[config.mk]
export PLATFORM = sky130hd
export DESIGN_NAME = usb_power_control
export DESIGN_NICKNAME = d
export VERILOG_FILES = /design/src/usb_power_pkg.sv /design/src/frame_timer.sv /design/src/usb_power_control.sv
export VERILOG_INCLUDE_DIRS = /design/src
export SDC_FILE = /design/constraint.sdc
export NUM_CORES = 1
export LEC_CHECK = 0
export ABC_CLOCK_PERIOD_IN_PS = 3200
export BUFFER_PORTS_ARGS = -buffer_cell sky130_fd_sc_hd__buf_2
export CAP_MARGIN = 20
export CORE_MARGIN = 2
export CORE_UTILIZATION = 40
export DETAILED_ROUTE_END_ITERATION = 6
export GPL_TIMING_DRIVEN = 1
export MAX_ROUTING_LAYER = met4
export SLEW_MARGIN = 20
export SYNTH_ARGS = -nofsm -noshare
export SYNTH_HDL_FRONTEND = slang
export SYNTH_HIERARCHICAL = 1
export SYNTH_SLANG_ARGS = --single-unit
[constraint.sdc]
create_clock -name sys_clk -period 3.2 [get_ports sys_clk]
set_clock_uncertainty 0.15 [all_clocks]
set_input_delay 0.8 -clock sys_clk [delete_from_list [all_inputs] [get_ports sys_clk]]
set_output_delay 0.8 -clock sys_clk [all_outputs]
set_load 0.05 [all_outputs]
[src/usb_power_defs.svh]
// Offsets, field positions, reset values and timing counts of the USB power and control block.
// Assumes a 40 MHz system clock and a plain byte-addressed register port.
`ifndef USB_POWER_DEFS_SVH
`define USB_POWER_DEFS_SVH

// ****************************************
// Register offsets (byte addresses)
// ****************************************
`define OFS_POWER_CONTROL   8'h00
`define OFS_CONTROL         8'h04
`define OFS_IRQ_STATUS      8'h08
`define OFS_IRQ_MASK        8'h0C

// ****************************************
// Power control fields
// ****************************************
`define POW_ON_BIT          0
`define SUSPEND_BIT         1
`define NOT_READY_BIT       3
`define GUARD_BIT           4
`define PENDING_BIT         7

// ****************************************
// Control fields
// ****************************************
`define ENABLE_BIT          0
`define PPRESET_BIT         1
`define RESUME_BIT          2
`define HOSTMODE_BIT        3

// ****************************************
// Interrupt status fields
// ****************************************
`define IRQ_ACTIVITY_BIT    0
`define IRQ_FRAME_BIT       1
`define IRQ_READY_BIT       2
`define IRQ_WIDTH           3

// ****************************************
// Reset values and timing
// ****************************************
`define POWER_RESET         32'h0000_0000
`define CONTROL_RESET       32'h0000_0000
`define CLK_HZ              40000000
`define FRAME_PERIOD_US     1000
`define FRAME_CYCLES        ((`CLK_HZ / 1000000) * `FRAME_PERIOD_US)
`define SETTLE_CYCLES       16
`define EOP_CYCLES          8

`endif

[src/usb_power_pkg.sv]
// Types shared by the USB power and control block.
// Assumes usb_power_defs.svh is compiled alongside.
`default_nettype none

package usb_power_pkg;

    // Register port request
    typedef struct packed {
        logic [7:0]  addr;
        logic [31:0] wdata;
        logic        wr;
        logic        rd;
    } reg_req_t;

    // Sequencer states for power-up and power-down
    typedef enum logic [3:0] {
        PWR_OFF      = 4'b0001,
        PWR_STARTING = 4'b0010,
        PWR_ON       = 4'b0100,
        PWR_STOPPING = 4'b1000
    } pwr_state_t;

endpackage

`default_nettype wire
[src/frame_timer.sv]
// Frame-start tick generator used in host mode.
// Assumes a single clock; restarts whenever disabled.
`default_nettype none

module frame_timer #(
    parameter int unsigned PERIOD = 40000
) (
    input  wire logic sys_clk,
    input  wire logic reset,
    input  wire logic run,
    output logic      tick
);

    // Cycle counter
    logic [31:0] count_q;
    logic [31:0] count_d;
    logic        tick_d;

    // ****************************************
    // Next count
    // ****************************************
    always_comb begin
        count_d = count_q;
        tick_d  = 1'b0;
        if (!run) begin
            count_d = 32'h0000_0000;
        end else if (count_q == 32'(PERIOD - 1)) begin
            count_d = 32'h0000_0000;
            tick_d  = 1'b1;
        end else begin
            count_d = count_q + 32'h0000_0001;
        end
    end

    // Register count and tick
    always_ff @(posedge sys_clk) begin
        if (reset) begin
            count_q <= 32'h0000_0000;
            tick    <= 1'b0;
        end else begin
            count_q <= count_d;
            tick    <= tick_d;
        end
    end

endmodule

`default_nettype wire

[src/usb_power_control.sv]
// Power, suspend, enable, frame-start and resume control of a USB controller.
// Assumes bus activity and core idle come from other domains; both are synchronised here.
`default_nettype none
`include "usb_power_defs.svh"

module usb_power_control
    import usb_power_pkg::*;
#(
    parameter int unsigned FRAME_CYCLES = `FRAME_CYCLES,
    parameter int unsigned SETTLE       = `SETTLE_CYCLES
) (
    input  wire logic        sys_clk,
    input  wire logic        reset,
    input  wire logic [7:0]  reg_addr,
    input  wire logic [31:0] reg_wdata,
    input  wire logic        reg_wr,
    input  wire logic        reg_rd,
    output logic      [31:0] reg_rdata,
    input  wire logic        bus_activity,
    input  wire logic        core_idle,
    output logic             usb_clk_enable,
    output logic             xcvr_low_power,
    output logic             module_enable,
    output logic             pins_owned,
    output logic             analog_enable,
    output logic             pingpong_pointer_reset,
    output logic             frame_start_pulse,
    output logic             resume_drive,
    output logic             ls_eop_drive,
    output logic             sleep_block,
    output logic             irq
);

    // ****************************************
    // Declarations
    // ****************************************
    reg_req_t    req;            // Bundled register request
    logic [31:0] power_q, power_d;     // Power control bits
    logic [31:0] control_q, control_d; // Control bits
    logic [`IRQ_WIDTH-1:0] status_q, status_d; // Sticky events
    logic [`IRQ_WIDTH-1:0] mask_q, mask_d;     // Interrupt mask
    logic        pending_q, pending_d;        // Activity pending
    logic        act_s1_q, act_s2_q, act_s3_q; // Activity sync
    logic        idle_s1_q, idle_s2_q;         // Idle sync
    pwr_state_t  state_q, state_d;             // Power sequencer
    logic [15:0] settle_q, settle_d;           // Settle counter
    logic [3:0]  eop_q, eop_d;                 // EOP counter
    logic [31:0] rdata_d;                      // Read mux
    logic        activity_rise;                // Bus activity edge
    logic        frame_tick;                   // Frame tick
    logic        host_mode;                    // Host mode select
    logic        pow_on;                       // Power bit
    logic        busy;                         // Not-ready flag
    logic        pp_d, fs_d;                   // Pulse next values

    assign req = '{addr: reg_addr, wdata: reg_wdata, wr: reg_wr, rd: reg_rd};

    // Write decode helper
    function automatic logic wr_hit(input reg_req_t r, input logic [7:0] ofs);
        wr_hit = r.wr && (r.addr == ofs);
    endfunction

    // ****************************************
    // Input synchronisers
    // ****************************************
    always_ff @(posedge sys_clk) begin
        if (reset) begin
            act_s1_q  <= 1'b0;
            act_s2_q  <= 1'b0;
            act_s3_q  <= 1'b0;
            idle_s1_q <= 1'b1;
            idle_s2_q <= 1'b1;
        end else begin
            act_s1_q  <= bus_activity;
            act_s2_q  <= act_s1_q;
            act_s3_q  <= act_s2_q;
            idle_s1_q <= core_idle;
            idle_s2_q <= idle_s1_q;
        end
    end

    assign activity_rise = act_s2_q && !act_s3_q;
    assign host_mode     = control_q[`HOSTMODE_BIT];
    assign pow_on        = power_q[`POW_ON_BIT];

    // ****************************************
    // Frame-start timer
    // ****************************************
    frame_timer #(
        .PERIOD (FRAME_CYCLES)
    ) u_frame (
        .sys_clk (sys_clk),
        .reset   (reset),
        .run     (pow_on && host_mode && control_q[`ENABLE_BIT]),
        .tick    (frame_tick)
    );

    // ****************************************
    // Power sequencer next state
    // ****************************************
    always_comb begin
        state_d  = state_q;
        settle_d = settle_q;
        case (state_q)
            PWR_OFF: begin
                if (pow_on) begin
                    state_d  = PWR_STARTING;
                    settle_d = 16'(SETTLE);
                end
            end
            PWR_STARTING: begin
                if (settle_q != 16'h0000) begin
                    settle_d = settle_q - 16'h0001;
                end else begin
                    state_d = PWR_ON;
                end
            end
            PWR_ON: begin
                if (!pow_on) begin
                    state_d  = PWR_STOPPING;
                    settle_d = 16'(SETTLE);
                end
            end
            PWR_STOPPING: begin
                // Wait for settle time and core to go idle
                if (settle_q != 16'h0000) begin
                    settle_d = settle_q - 16'h0001;
                end else if (idle_s2_q) begin
                    state_d = PWR_OFF;
                end
            end
            default: begin
                state_d = PWR_OFF;
            end
        endcase
    end

    // Busy while the sequencer is not in PWR_OFF, or while the core is not idle
    assign busy = (state_q != PWR_OFF) || !idle_s2_q;

    // ****************************************
    // Register and event next values
    // ****************************************
    always_comb begin
        power_d   = power_q;
        control_d = control_q;
        mask_d    = mask_q;
        status_d  = status_q;
        pending_d = pending_q;
        eop_d     = (eop_q != 4'h0) ? eop_q - 4'h1 : 4'h0;
        pp_d      = 1'b0;
        fs_d      = frame_tick;
        // Only guard, suspend and power bits are writable
        if (wr_hit(req, `OFS_POWER_CONTROL)) begin
            power_d[`POW_ON_BIT]  = req.wdata[`POW_ON_BIT];
            power_d[`SUSPEND_BIT] = req.wdata[`SUSPEND_BIT];
            power_d[`GUARD_BIT]   = req.wdata[`GUARD_BIT];
        end
        if (wr_hit(req, `OFS_CONTROL)) begin
            control_d = req.wdata & 32'h0000_000D;
            pp_d      = req.wdata[`PPRESET_BIT];
            // Resume released in host mode
            if (control_q[`RESUME_BIT] && !req.wdata[`RESUME_BIT] && host_mode) begin
                eop_d = 4'(`EOP_CYCLES);
            end
        end
        if (wr_hit(req, `OFS_IRQ_MASK)) begin
            mask_d = req.wdata[`IRQ_WIDTH-1:0];
        end
        if (wr_hit(req, `OFS_IRQ_STATUS)) begin
            status_d = status_q & ~req.wdata[`IRQ_WIDTH-1:0];
        end
        // Activity arrives as pending; clears once interrupt raised
        if (pending_q) begin
            pending_d = 1'b0;
            status_d[`IRQ_ACTIVITY_BIT] = 1'b1;
        end
        if (activity_rise) begin
            pending_d = 1'b1;
        end
        // Hardware sets win over software clears
        if (fs_d) begin
            status_d[`IRQ_FRAME_BIT] = 1'b1;
        end
        if (state_q == PWR_STOPPING && state_d == PWR_OFF) begin
            status_d[`IRQ_READY_BIT] = 1'b1;
        end
    end

    // ****************************************
    // Read mux
    // ****************************************
    always_comb begin
        rdata_d = 32'h0000_0000;
        case (req.addr)
            `OFS_POWER_CONTROL: begin
                rdata_d = power_q;
                rdata_d[`NOT_READY_BIT] = busy;
                rdata_d[`PENDING_BIT]   = pending_q;
            end
            `OFS_CONTROL:    rdata_d = control_q;
            `OFS_IRQ_STATUS: rdata_d = {29'h0, status_q};
            `OFS_IRQ_MASK:   rdata_d = {29'h0, mask_q};
            default:         rdata_d = 32'h0000_0000;
        endcase
        if (!req.rd) begin
            rdata_d = 32'h0000_0000;
        end
    end

    // ****************************************
    // State registers
    // ****************************************
    always_ff @(posedge sys_clk) begin
        if (reset) begin
            power_q   <= `POWER_RESET;
            control_q <= `CONTROL_RESET;
            status_q  <= '0;
            mask_q    <= '0;
            pending_q <= 1'b0;
            state_q   <= PWR_OFF;
            settle_q  <= 16'h0000;
            eop_q     <= 4'h0;
            reg_rdata <= 32'h0000_0000;
            pingpong_pointer_reset <= 1'b0;
            frame_start_pulse      <= 1'b0;
        end else begin
            power_q   <= power_d;
            control_q <= control_d;
            status_q  <= status_d;
            mask_q    <= mask_d;
            pending_q <= pending_d;
            state_q   <= state_d;
            settle_q  <= settle_d;
            eop_q     <= eop_d;
            reg_rdata <= rdata_d;
            pingpong_pointer_reset <= pp_d;
            frame_start_pulse      <= fs_d;
        end
    end

    // ****************************************
    // Outputs
    // ****************************************
    assign module_enable  = pow_on && !host_mode && control_q[`ENABLE_BIT];
    assign pins_owned     = pow_on;
    assign analog_enable  = pow_on;
    assign usb_clk_enable = pow_on && !power_q[`SUSPEND_BIT];
    assign xcvr_low_power = !pow_on || power_q[`SUSPEND_BIT];
    assign resume_drive   = pow_on && control_q[`RESUME_BIT];
    assign ls_eop_drive   = pow_on && (eop_q != 4'h0);
    assign sleep_block    = power_q[`GUARD_BIT] && (act_s2_q || pending_q);
    assign irq            = |(status_q & mask_q);

    // ****************************************
    // Checks
    // ****************************************
    pending_set_a: assert property (@(posedge sys_clk) disable iff (reset)
        activity_rise |=> pending_q) else $error("pending not set");
    pending_clr_a: assert property (@(posedge sys_clk) disable iff (reset)
        pending_q && !activity_rise |=> !pending_q && status_q[0])
        else $error("pending not cleared");
    sleep_guard_a: assert property (@(posedge sys_clk) disable iff (reset)
        !power_q[4] |-> !sleep_block) else $error("sleep blocked unguarded");
    busy_flag_a: assert property (@(posedge sys_clk) disable iff (reset)
        $rose(pow_on) |=> busy[*3]) else $error("busy not shown");
    clock_gate_a: assert property (@(posedge sys_clk) disable iff (reset)
        power_q[1] |-> !usb_clk_enable && xcvr_low_power)
        else $error("clock not gated");
    power_off_a: assert property (@(posedge sys_clk) disable iff (reset)
        !pow_on |-> !module_enable && !pins_owned && !analog_enable && !resume_drive)
        else $error("outputs active while off");
    pp_reset_a: assert property (@(posedge sys_clk) disable iff (reset)
        reg_wr && reg_addr == 8'h04 && reg_wdata[1] |=> pingpong_pointer_reset)
        else $error("pointer reset missing");
    dev_enable_a: assert property (@(posedge sys_clk) disable iff (reset)
        pow_on && !control_q[3] && control_q[0] |-> module_enable)
        else $error("device enable missing");
    // Tick pipeline is two deep, so the enable must have been low three samples
    frame_off_a: assert property (@(posedge sys_clk) disable iff (reset)
        !control_q[0] && !$past(control_q[0]) && !$past(control_q[0], 2)
        |-> !frame_start_pulse)
        else $error("frame start while disabled");
    // Host mode as it stood when the resume bit was written low
    eop_tail_a: assert property (@(posedge sys_clk) disable iff (reset)
        pow_on && $past(host_mode) && $fell(control_q[2]) |-> ls_eop_drive[*7])
        else $error("eop not appended");

endmodule

`default_nettype wire

# Yosys cells after proc, flatten, opt, wreduce, memory -nomap -nowiden
# Index checks and enable logic that the tools add are counted.
# totals
reg_bits	109
wordCells	101
output_inout_bits	43
input_bits	46
# op_classes
muxes	20
bitwise	6
n_eq_ne	13
reduce_logical	39
n_addsub	3
# op_table
cell	count
$mux 16	3
$pmux 16 s3	1
$add 32x1->32 const B	1
$eq 32x16->1 const B	1
$mux 4	8
$pmux 8 s4	1
$eq 8x4->1 const B	2
$logic_and 1x1->1	16
$pmux 4 s4	1
$reduce_bool 16->1	1
$sub 16x1->16 const B	1
$eq 4x1->1 const B	2
$eq 8x3->1 const B	1
$logic_not 8->1	1
$reduce_or 2->1	4
$and 3x3->3	2
$logic_not 1->1	6
$reduce_bool 2->1	3
$reduce_or 3->1	2
$mux 1	5
$eq 4x2->1 const B	1
$eq 4x3->1 const B	1
$eq 4x4->1 const B	1
$ne 2x2->1 const B	2
other kinds (10)	14

# Logic depth before layout (Yosys ltp)
# logic_depth
word_depth	6
depth_mapped	8
ltp_nobuf	7

# Hierarchy
# The synthesis kept the hierarchy.
# by_module_without_submodules
module	seq_area_each_um2	instances	area_each_um2	cells_each
usb_power_control	1001.0	1	2506.2	283
frame_timer	660.6	1	1600.3	188

# Worst setup path before layout
# OpenSTA, ideal clock, no wires.
# synth_path
kind	reg-to-output
startpoint	reg power_q[0]
endpoint	out usb_clk_enable
path_stages_with_launch	4
required_time_ns	2.250
arrival_time_ns	1.850
path_buffers	1
path_slack_ns	0.400
cell_sequence	dfxtp_1 > clkbuf_1 > nand2b_1 > inv_1
# synth_between
elab_chain_len	1
# synth_rtl
element	line_no	source
start, declared	usb_power_control.sv:38	logic [31:0] power_q, power_d;
start signal, assigned	usb_power_control.sv:216	power_q <= `POWER_RESET;
start signal, assigned	usb_power_control.sv:228	power_q <= power_d;
$logic_and 1x1->1	usb_power_control.sv:248	assign usb_clk_enable = pow_on && !power_q[`SUSPEND_BIT];
end, declared	usb_power_control.sv:21	output logic usb_clk_enable,
# No other way between the ends.

# Final worst setup path
# layout_path
startpoint	reg u_frame.count_q[7]
endpoint	reg u_frame.count_q[31]
# layout_between
elab_chain_len	2
elab_cells_between_ends	3
classes_between	add/sub: 1; eq/ne: 1; reduce/logical: 1
# layout_rtl
element	line_no	source
start, declared	frame_timer.sv:15	logic [31:0] count_q;
start signal, assigned	frame_timer.sv:41	count_q <= count_d;
parallel branches: the longest is 2 deep, another holds $add 32x1->32	n/a	
# Parallel ways; which one is timed is not known.
# A chain may end at the register's enable or synchronous reset.

==> impl_metrics.csv <==
group,metric,value,unit
pwr,cellPowerDensity,446,mW/mm2
cts,cts_buffers,9,
placed_design,dp.cells,624,
sta,setup_viol,0,
flow_run,cap_violations,0,
global_routing,grt_first_pass_wirelength,14100,um
cts,postCtsSetupRepairBufs,0,
worst_setup_path,start_kind,"register",
final_layout,area_growth,9.75,%
yosys,synth_top_cell_area_share,0.405,
routing,wire_per_inst,13.0,um
run_status,run_status,"finished clean",
final_layout,final_common_cell,"dfxtp_1",
sta,period_needed,2550,ps
sta,tightest_slew,622,ps
yosys,syn_area_per_cell,8.72,um2
global_routing,grt_pass1_vias,2996,
final_layout,fillers,967,
worst_setup_path,cp_max_fo,15,
global_routing,grt_use_total,0.157,
routing,drcViolationCount,0,
routing,drt_iter0_drc,130,
floorplan,die_area,0.0111,mm2
floorplan,die_x,105,um
placed_design,gp_congestion,0.794,
sta,finalCritPeriodShare,0.796,
sta,slew_viol_final,0,
cts,clk-insertion-delay-late,350,ps
floorplan,die_h,105,um
worst_setup_path,critPathCaptureType,"register",
routing,routed_via_density,5.28,
worst_hold_path,min_path_type,"register to register",
yosys,synthCells,471,
worst_setup_path,crit_type,"register to register",
worst_hold_path,whs_path_depth,1,
placed_design,hpwl,5790,um
floorplan,io_pins,89,
global_routing,grt_max_degree,31,
routing,num_vias,3376,
final_layout,layout_common_cells,"dfxtp_1, nor2_1, a21oi_1, buf_2, nand2_1",
yosys,synth_area_leaders,"dfxtp_1, buf_4, a21oi_1",
sta,relSlewSlack,0.585,
worst_setup_path,arrival,2680,ps
cts,clk_path_buf_depth,2,
cts,htreeDepth,3,
yosys,synth-seq-area-share,0.405,
sta,max_freq,393,MHz
yosys,synth_edf_count,0,
yosys,syn-cell-area,0.00411,mm2
final_layout,antennaDiodeCount,0,
cts,holdBufCountCts,0,
sta,hold_viol,0,
placed_design,io_buffers,35,
routing,dr.pass1.iters,4,
floorplan,start_util,0.416,
routing,postRouteAntennaNets,0,
worst_setup_path,required,3330,ps
routing,totalWireLength,8350,um
yosys,ys_async_sr_fraction,0,
pwr,power.leakage,1.66,nW
global_routing,antenna_found_initial,0,
cts,cts_tree,"done",
floorplan,rows,36,
cts,cts-root-buf,"clkbuf_8",
yosys,yosysWarnings,6,
final_layout,fin_nets,550,
sta,grt_setup_unrepaired,"no",
cts,cts_resized,0,
global_routing,gr-total-overflow,0,
worst_setup_path,r2r_cells,4,
yosys,ys_ff_latch,83,
sta,tns,0,ps
cts,clk_pin_slew,90,ps
cts,clock_sink_count,83,
floorplan,coreArea,0.00986,mm2
yosys,yosys.area.top_type,"dfxtp_1",
final_layout,final_layout_size_suffix_gt1_frac,0.146,
final_layout,finalNonFillerCells,640,
pwr,vdd_drop_max,0.237,mV
yosys,synthDistinctLibCells,64,
yosys,ys.flop_type,"dfxtp_1",
[final timing paths]
check,from,endpoint,slack [ps]
setup / recovery,u_frame/count_q[7],u_frame/count_q[31],650
hold / removal,act_s3_q,pending_q,240
setup reg to reg,u_frame/count_q[7],u_frame/count_q[31],650
hold reg to reg,act_s3_q,pending_q,240
[cells by family (layout without fill, tap and decap cells)]
kind of cell / Yosys count / after routing / share of synthesized area
buf+inv: 58 / 69 / 0.0832
compound gates: 99 / 99 / 0.169
other cells: 1 / 26 / 0.000913
simple gates: 203 / 203 / 0.274
xor+xnor: 16 / 16 / 0.0360
flops: 83 / 83 / 0.405
fa+ha+maj: 2 / 2 / 0.00609
mux: 9 / 9 / 0.0256
[final cells by class]
class	instances	area, um2	area share
well taps	133	166	0.0369
multi-input cells	355	2200	0.488
inverters	16	60.1	0.0133
repair buffers	37	190	0.0422
clock inverters	6	93.8	0.0208
clock buffers	10	138	0.0305
flip-flops and latches	83	1660	0.369
[cells in the mapped netlist, types with 6 or more instances]
cell and number:
nor3_1 12, clkbuf_1 9, nand3_1 16, o21ai_0 11, inv_1 16, nor2b_1 9
or4_1 18, nor2_1 43, xnor2_1 11, or3_1 12, nor4_1 10, nand4_1 14
a21oi_1 38, o31ai_1 13, nand2_1 34, dfxtp_1 83, buf_4 28, mux2i_1 6
[worst max-delay path: stages (launching register included)]
cell	delay [ps]
dfxtp_1	480
nand4_1	290
or4_1	840
or4_1	580
a21oi_1	150
[per-stage QoR]
stage | util | instance area (um2) | hold slack, ps | power [mW] | setup WS (ps)
after floorplan | - | 4200 | 217 | 1.18 | 400
after global placement | 0.433 | 4280 | 228 | 1.17 | 626
after detailed placement | 0.433 | 4280 | 240 | 1.17 | 612
after CTS | 0.457 | 4510 | 250 | 2.04 | 608
after global routing | 0.457 | 4510 | 255 | 2.08 | 461
final | 0.457 | 4510 | 244 | 2.01 | 654
[power breakdown]
group          total (mW)  internal, mW  switching [mW]
sequential           1.04          1.04         0.00229
clock               0.864         0.469           0.394
combinational       0.109        0.0172          0.0920
[sequential cells by signal, indices dropped and copies added (netlist names)]
| register | count |
|---|---|
| settle_q | 16 |
| control_q | 3 |
| act_s2_q | 1 |
| status_q | 3 |
| act_s3_q | 1 |
| act_s1_q | 1 |
| idle_s2_q | 1 |
| mask_q | 3 |
| eop_q | 4 |
| reg_rdata | 6 |
| power_q | 3 |
| pingpong_pointer_reset | 1 |
| idle_s1_q | 1 |
| u_frame/count_q | 32 |
| u_frame/tick | 1 |
| state_q | 4 |
| frame_start_pulse | 1 |
| pending_q | 1 |
[metal layers]
metal  global-route usage  share of wire
met5                    -              0
met4               0.0400         0.0075
met3               0.0390          0.038
met2                0.251           0.46
met1                0.200           0.49
No activity file was read; power rests on OpenSTA's default activity.
